`src/rtl/ipa_regs_map.vh`:
```
// Register map constants for the init, power profile and alarm block
// Summary of operation
// - Startup status bit 0 reads 1 after initialization completes; others zero.
// - Profile word a: 0x06 low power, 0x0F high performance, reset 0x0F.
// - Profile word b: 0x00 low power, 0x04 high performance, reset 0x04.
// - Profile word c: 0x14 low power, 0x1B high performance, reset 0x1B.
// - Summary bit 0 reads 1 when any unmasked alarm flag is set.
// - A per-alarm mask excludes individual flags from the summary.
// - Summary alarm drives calibration status pin when source select chooses it.
// - Lane buffer fault flag, bit 5, sets on any lane FIFO fault.
// - Writing 1 to the lane buffer fault flag clears it.
// - A per-lane fault register records which lane faulted.
// - Alarm status resets to 0x3F with documented bit layout.
// - Serdes PLL unlock flag sets while PLL unlocked; write 1 clears.
// - Link state fault flag sets on enabled link not in data state, or on link realign.
// - Clock realign flag sets when SYSREF realigns internal clocks.
// - Divider mismatch flag sets when channel dividers disagree.
`ifndef IPA_REGS_MAP_VH
`define IPA_REGS_MAP_VH

`define IPA_ADDR_W          12
`define IPA_OFS_INIT        12'h270
`define IPA_OFS_PROF_A      12'h29A
`define IPA_OFS_PROF_B      12'h29B
`define IPA_OFS_PROF_C      12'h29C
`define IPA_OFS_SUMMARY     12'h2C0
`define IPA_OFS_ALARM       12'h2C1
`define IPA_OFS_MASK        12'h2C2
`define IPA_OFS_LANE        12'h2C4

`define IPA_RST_PROF_A      8'h0F
`define IPA_RST_PROF_B      8'h04
`define IPA_RST_PROF_C      8'h1B
`define IPA_RST_ALARM       6'h3F
`define IPA_RST_MASK        8'h3F
`define IPA_RST_LANE        8'hFF

`define IPA_LP_A            8'h06
`define IPA_LP_B            8'h00
`define IPA_LP_C            8'h14

`define IPA_BIT_DIVIDER     0
`define IPA_BIT_RSVD        1
`define IPA_BIT_REALIGN     2
`define IPA_BIT_LINK        3
`define IPA_BIT_PLL         4
`define IPA_BIT_LANE        5
`define IPA_ALARM_W         6
`define IPA_LANES           8

`define IPA_MODE_HP         2'h0
`define IPA_MODE_LP         2'h1
`define IPA_MODE_RSVD       2'h2
`define IPA_MODE_MIXED      2'h3

`endif

```
`src/rtl/ipa_event_flag.v`:
```
// One write-one-to-clear sticky alarm flag
`timescale 1ns/10ps
`default_nettype none
module ipa_event_flag (
  input  wire sys_clk,
  input  wire rst_n,
  input  wire setEvent,
  input  wire clearWr,
  output reg  flag_r
);
  // Set beats clear so a same-cycle event is kept
  always @(posedge sys_clk or negedge rst_n) begin
    if (!rst_n) begin
      flag_r <= 1'b1;
    end else if (setEvent) begin
      flag_r <= 1'b1;
    end else if (clearWr) begin
      flag_r <= 1'b0;
    end
  end
endmodule
`default_nettype wire

```
`src/rtl/ipa_profile_decode.v`:
```
// Decodes the three power profile codes into an operating mode
`timescale 1ns/10ps
`default_nettype none
`include "ipa_regs_map.vh"
module ipa_profile_decode (
  input  wire [7:0] codeA,
  input  wire [7:0] codeB,
  input  wire [7:0] codeC,
  output reg  [1:0] modeSel
);
  reg lpA;
  reg lpB;
  reg lpC;
  reg hpA;
  reg hpB;
  reg hpC;
  always @* begin
    lpA = (codeA == `IPA_LP_A);
    hpA = (codeA == `IPA_RST_PROF_A);
    lpB = (codeB == `IPA_LP_B);
    hpB = (codeB == `IPA_RST_PROF_B);
    lpC = (codeC == `IPA_LP_C);
    hpC = (codeC == `IPA_RST_PROF_C);
    if (lpA && lpB && lpC) begin
      modeSel = `IPA_MODE_LP;
    end else if (hpA && hpB && hpC) begin
      modeSel = `IPA_MODE_HP;
    end else if ((lpA || hpA) && (lpB || hpB) && (lpC || hpC)) begin
      // Legal codes but mixed modes, which the host must avoid
      modeSel = `IPA_MODE_MIXED;
    end else begin
      modeSel = `IPA_MODE_RSVD;
    end
  end
endmodule
`default_nettype wire

```
`src/rtl/ipa_regs.v`:
```
// Init status, power profile and alarm register bank
`timescale 1ns/10ps
`default_nettype none
`include "ipa_regs_map.vh"
module ipa_regs (
  input  wire                   sys_clk,
  input  wire                   rst_n,
  input  wire                   regWrite,
  input  wire                   regRead,
  input  wire [`IPA_ADDR_W-1:0] regAddr,
  input  wire [7:0]             regWrData,
  output reg  [7:0]             regRdData,
  input  wire                   initSeqDone,
  input  wire [`IPA_LANES-1:0]  laneFifoFault,
  input  wire                   serdesPllLocked,
  input  wire                   linkEnabled,
  input  wire                   linkInDataState,
  input  wire                   linkRealign,
  input  wire                   sysrefRealign,
  input  wire                   dividerMismatch,
  input  wire                   statusPinSelAlarm,
  input  wire                   calStatusIn,
  output wire                   calibration_status_pin,
  output reg                    alarmSummary_r,
  output reg  [7:0]             power_profile_code_a,
  output reg  [7:0]             power_profile_code_b,
  output reg  [7:0]             power_profile_code_c,
  output wire [1:0]             powerMode
);
  reg                    initDone_r;
  reg  [7:0]             alarm_mask_register;
  reg  [`IPA_LANES-1:0]  per_lane_buffer_fault;
  wire [`IPA_ALARM_W-1:0] alarmFlags;
  wire [`IPA_ALARM_W-1:0] alarmSet;
  wire                   wrAlarm;
  reg  [7:0]             rdData_nxt;

  function isAddr;
    input [`IPA_ADDR_W-1:0] a;
    input [`IPA_ADDR_W-1:0] ofs;
    begin
      isAddr = (a == ofs);
    end
  endfunction

  assign wrAlarm = regWrite && isAddr(regAddr, `IPA_OFS_ALARM);

  // Status is a level, caught once the sequencer finishes
  always @(posedge sys_clk or negedge rst_n) begin
    if (!rst_n) begin
      initDone_r <= 1'b0;
    end else if (initSeqDone) begin
      initDone_r <= 1'b1;
    end
  end

  // Host writes are taken as given; restart ordering is the host's job
  always @(posedge sys_clk or negedge rst_n) begin
    if (!rst_n) begin
      power_profile_code_a <= `IPA_RST_PROF_A;
      power_profile_code_b <= `IPA_RST_PROF_B;
      power_profile_code_c <= `IPA_RST_PROF_C;
      alarm_mask_register  <= `IPA_RST_MASK;
    end else if (regWrite) begin
      if (isAddr(regAddr, `IPA_OFS_PROF_A)) begin
        power_profile_code_a <= regWrData;
      end
      if (isAddr(regAddr, `IPA_OFS_PROF_B)) begin
        power_profile_code_b <= regWrData;
      end
      if (isAddr(regAddr, `IPA_OFS_PROF_C)) begin
        power_profile_code_c <= regWrData;
      end
      if (isAddr(regAddr, `IPA_OFS_MASK)) begin
        alarm_mask_register <= regWrData;
      end
    end
  end

  ipa_profile_decode uDecode (
    .codeA   (power_profile_code_a),
    .codeB   (power_profile_code_b),
    .codeC   (power_profile_code_c),
    .modeSel (powerMode)
  );

  assign alarmSet[`IPA_BIT_DIVIDER] = dividerMismatch;
  assign alarmSet[`IPA_BIT_RSVD]    = 1'b0;
  assign alarmSet[`IPA_BIT_REALIGN] = sysrefRealign;
  assign alarmSet[`IPA_BIT_LINK]    =
    (linkEnabled && !linkInDataState) || linkRealign;
  assign alarmSet[`IPA_BIT_PLL]     = !serdesPllLocked;
  assign alarmSet[`IPA_BIT_LANE]    = |laneFifoFault;

  genvar gi;
  generate
    for (gi = 0; gi < `IPA_ALARM_W; gi = gi + 1) begin : gFlag
      ipa_event_flag uFlag (
        .sys_clk  (sys_clk),
        .rst_n    (rst_n),
        .setEvent (alarmSet[gi]),
        .clearWr  (wrAlarm && regWrData[gi]),
        .flag_r   (alarmFlags[gi])
      );
    end
  endgenerate

  // Per-lane record, same write-one-to-clear manner as the flags
  generate
    for (gi = 0; gi < `IPA_LANES; gi = gi + 1) begin : gLane
      always @(posedge sys_clk or negedge rst_n) begin
        if (!rst_n) begin
          per_lane_buffer_fault[gi] <= 1'b1;
        end else if (laneFifoFault[gi]) begin
          per_lane_buffer_fault[gi] <= 1'b1;
        end else if (regWrite && isAddr(regAddr, `IPA_OFS_LANE) &&
                     regWrData[gi]) begin
          per_lane_buffer_fault[gi] <= 1'b0;
        end
      end
    end
  endgenerate

  // Registered so the pin never glitches; costs one clock of latency
  always @(posedge sys_clk or negedge rst_n) begin
    if (!rst_n) begin
      alarmSummary_r <= 1'b0;
    end else begin
      alarmSummary_r <=
        |(alarmFlags & ~alarm_mask_register[`IPA_ALARM_W-1:0]);
    end
  end

  assign calibration_status_pin =
    statusPinSelAlarm ? alarmSummary_r : calStatusIn;

  always @* begin
    rdData_nxt = 8'h00;
    case (regAddr)
      `IPA_OFS_INIT:    rdData_nxt = {7'h00, initDone_r};
      `IPA_OFS_PROF_A:  rdData_nxt = power_profile_code_a;
      `IPA_OFS_PROF_B:  rdData_nxt = power_profile_code_b;
      `IPA_OFS_PROF_C:  rdData_nxt = power_profile_code_c;
      `IPA_OFS_SUMMARY: rdData_nxt = {7'h00, alarmSummary_r};
      `IPA_OFS_ALARM:   rdData_nxt = {2'h0, alarmFlags};
      `IPA_OFS_MASK:    rdData_nxt = alarm_mask_register;
      `IPA_OFS_LANE:    rdData_nxt = per_lane_buffer_fault;
      default:          rdData_nxt = 8'h00;
    endcase
  end

  always @(posedge sys_clk or negedge rst_n) begin
    if (!rst_n) begin
      regRdData <= 8'h00;
    end else if (regRead) begin
      regRdData <= rdData_nxt;
    end
  end
endmodule
`default_nettype wire

```
`config.mk`:
```
export PLATFORM = sky130hd
export DESIGN_NAME = ipa_regs
export DESIGN_NICKNAME = d
export VERILOG_FILES = /design/src/rtl/ipa_event_flag.v /design/src/rtl/ipa_profile_decode.v /design/src/rtl/ipa_regs.v
export VERILOG_INCLUDE_DIRS = /design/src /design/src/rtl
export SDC_FILE = /design/constraint.sdc
export NUM_CORES = 1
export LEC_CHECK = 0
export CAP_MARGIN = 10
export CORE_MARGIN = 1.5
export CORE_UTILIZATION = 60
export CTS_CLUSTER_SIZE = 30
export DETAILED_ROUTE_END_ITERATION = 16
export DONT_BUFFER_PORTS = 1
export PLACE_DENSITY = 0.83
export SLEW_MARGIN = 20
export SYNTH_ARGS = -nofsm -noshare
export SYNTH_HDL_FRONTEND = slang
export SYNTH_SLANG_ARGS = --single-unit
```
`constraint.sdc`:
```
create_clock -name sys_clk -period 4.3 [get_ports sys_clk]
set_input_delay 1.075 -clock sys_clk [delete_from_list [all_inputs] [get_ports sys_clk]]
set_output_delay 1.075 -clock sys_clk [all_outputs]
set_load 0.005 [all_outputs]
```
==> reports/metrics.cfg <==
[cts]
ctsHtreeMaxLevel = 2
max-clock-path-buffers = 2
number_of_resized_instances_in_the_post_cts_repair_step = 0
cts.reportedPaths.clkPinSlew_ps = 100
holdBufCountCts = 0
cts_inserted_buffers = 5
tritoncts = built
postCtsSetupBuffers = 0
master_cell_of_the_clock_root_buffer = sky130_fd_sc_hd__clkbuf_8
worst_skew_late_latency_ps = 310
clock_sinks = 56

[cells_and_area]
syn_to_final_growth_pct = 4.58
antenna_cells = 0
layout.nets = 302
final_layout_size_suffix_gt1_frac = 0.302
final_core_utilization = 0.670

[yosys]
synthSimpleGateAreaFrac = 0.202
syn-num-nets = 308
synth_top_family_by_area = simple AND/OR/NAND/NOR gates
fraction_of_the_mapped_netlist_area_in_compound_gates = 0.140
leading_cell_type_by_number_of_instances_after_synthesis = sky130_fd_sc_hd__mux2_2
synth_top_flop_cell = sky130_fd_sc_hd__dfstp_2
synth_top_cells_by_count = sky130_fd_sc_hd__mux2_2, sky130_fd_sc_hd__dfstp_2, sky130_fd_sc_hd__dfrtp_1
yosysSeqAreaShare = 0.501
post-synth-top-area-cell = sky130_fd_sc_hd__dfstp_2
synth_xor_xnor_area_share = 0
post_synth_inst_count = 267
netlist_area_sq_mm = 0.00287
synth-adder-area-share = 0
async_reset_ff_frac = 1.00
post_synth.cell_area_avg_sq_um = 10.7
synth_top_cells_by_area = sky130_fd_sc_hd__dfstp_2, sky130_fd_sc_hd__dfrtp_1, sky130_fd_sc_hd__mux2_2
synth.area.mux_share = 0.126
synth_enable_flop_cells = 0
ys_ff_latch = 56
post-synth-top-area-fraction = 0.266
yosys_warnings = 0
yosys.cell_types.count = 49

[timing]
timing.final.setup_violations = 0
finalHoldViolations = 0
layout_setup_ws_ps = 1200
max_slew_margin = 0.552
period_share = 0.722
period_minus_slack_ps = 3100
skew_ps = 4.17
drv_slew = 0
rsz0062_at_grt = no
tightest_slew_ps = 670
max_clk_rate_mhz = 322
fin_setup_tns_ps = 0

[route]
route.detailed.drc = 0
drt_iter0_drc = 236
routed_wire_length_per_instance_um = 22.1
drt_wl_total_um = 6950
ant_nets = 0
drt-vias-per-instance = 6.96
detailroute.via_count = 2186
drt-pass1-iter-count = 4

[global_route]
grt_max_degree = 57
antenna_violations_before_repair = 0
grt_first_pass_wirelength_um = 11100
grt_overflow_total = 0
via_count_of_the_first_global_routing_pass = 2113
grtUsageTotal = 0.283

[worst_setup_path]
timing.critical_path.required_ps = 3220
critPathKind = register to output port
reg2reg_setup_slack_ps = 2780
critPathArrivalTime_ps = 2030
r2r-start = alarmSummary_r
setup.worst_path.start_class = register
rr_worst_depth = 5
critPathMaxFanout = 4
slowest_stage = sky130_fd_sc_hd__dfstp_2
regToRegEndpoint = regRdData[0]
startpoint = power_profile_code_c[4]
cp-end-kind = output port
path_buf_inv = 0
cp_slowest_stage_delay_ps = 580
timing.critical_path.cells = nor4b_1 -> nand4_1 -> or2_2
critical_path.top_delay_family = simple AND/OR/NAND/NOR gates

[power]
power-per-cell-area_mw_per_mm2 = 307
leakage_nw = 1.24
vdd_ir_drop_max_mv = 0.162

[placement]
routabilityCongestion = 0.894
io_buffers = 0
dp_worst_setup_slack_ps = 1110
detailed_placement_wirelength_estimate_um = 5120

[job]
drv.max_cap_violation_count = 0

[worst_hold_path]
min_path_type = input port to async pin

[floorplan]
io_pins = 77
fp.dieArea_sq_mm = 0.00520
rows = 24
floorplan.core_area_sq_mm = 0.00447
chipHeight_um = 72.1
die_w_um = 72.1
floorplan.initialDensity = 0.641

[run_status]
status = finished, final reports clean

==> through the flow <==
step / std cells / hold WS, ps / area [sq um] / total power [mW]
2_1_floorplan: 267 / 440 / 2870 / 0.579
4_1_cts: 314 / 436 / 3000 / 0.926
3_5_place_dp: 306 / 475 / 2880 / 0.579
6_report: 314 / 442 / 3000 / 0.922
3_3_place_gp: 306 / 462 / 2880 / 0.579
5_1_grt: 314 / 424 / 3000 / 0.950
==> registers in the layout, indices dropped and copies added (netlist names) <==
name,count
alarmSummary_r,1
alarm_mask_register,8
gFlag.uFlag.flag_r,6
initDone_r,1
per_lane_buffer_fault,8
power_profile_code_a,8
power_profile_code_b,8
power_profile_code_c,8
regRdData,8
==> kinds of logic (layout without fill, tap and decap cells) <==
family,after synthesis,after routing
AOI/OAI and AO/OA,59,59
buffers and inverters,22,17
DFF,56,56
muxes,32,32
and+or+nand+nor,98,98
==> routing by layer <==
layer	GRT usage	routed length [um]	part of all wire
met4	0.101	179	0.026
met1	0.415	2980	0.43
met5	0	0	0
met3	0.0681	717	0.10
met2	0.415	3080	0.44
==> worst max-delay path by stage <==
stage | endpoint | slack, ps | cells after the start
after global placement | alarm_mask_register[6] | 1160 | 4
final | powerMode[1] | 1200 | 3
after floorplan | alarm_mask_register[6] | 1280 | 6
after global routing | powerMode[0] | 1050 | 5
after detailed placement | alarm_mask_register[7] | 1110 | 4
after CTS | powerMode[0] | 1220 | 5
==> report_power, final <==
| group | internal [mW] | switching [mW] | total [mW] | leakage, nW |
|---|---|---|---|---|
| clock network | 0.176 | 0.176 | 0.352 | 0.0583 |
| registers | 0.535 | 0.00665 | 0.542 | 0.657 |
| logic | 0.0134 | 0.0154 | 0.0289 | 0.526 |
| total | 0.724 | 0.198 | 0.922 | 1.24 |
==> area by class of cell <==
| type | count | area [sq um] |
|---|---|---|
| multi-input combinational | 189 | 1340 |
| timing repair buffer | 1 | 7.51 |
| clock buffer | 5 | 68.8 |
| clock inverter | 3 | 47.5 |
| fill | 338 | 1480 |
| sequential | 56 | 1440 |
| tap | 52 | 65.1 |
| inverter | 8 | 30.0 |
==> placed cells by master, fill, tap and decap left out, drive strengths merged, types with 2 or more instances in the layout <==
cell type	count
and3	6
clkinv	2
inv	8
a21boi	2
nand3	8
and2	2
dfstp	29
nand2	21
dfrtp	27
nand3b	3
a22oi	6
nor3b	2
nor4	5
mux2	32
o2bb2ai	2
or4b	3
nor4b	4
or2	2
nand2b	6
clkbuf	5
nor2	19
nor3	4
a21oi	5
a31oi	10
nand4	4
nor2b	4
a21o	11
a32oi	2
o21ai	12
Note: power is estimated with default switching activity, not from simulation.
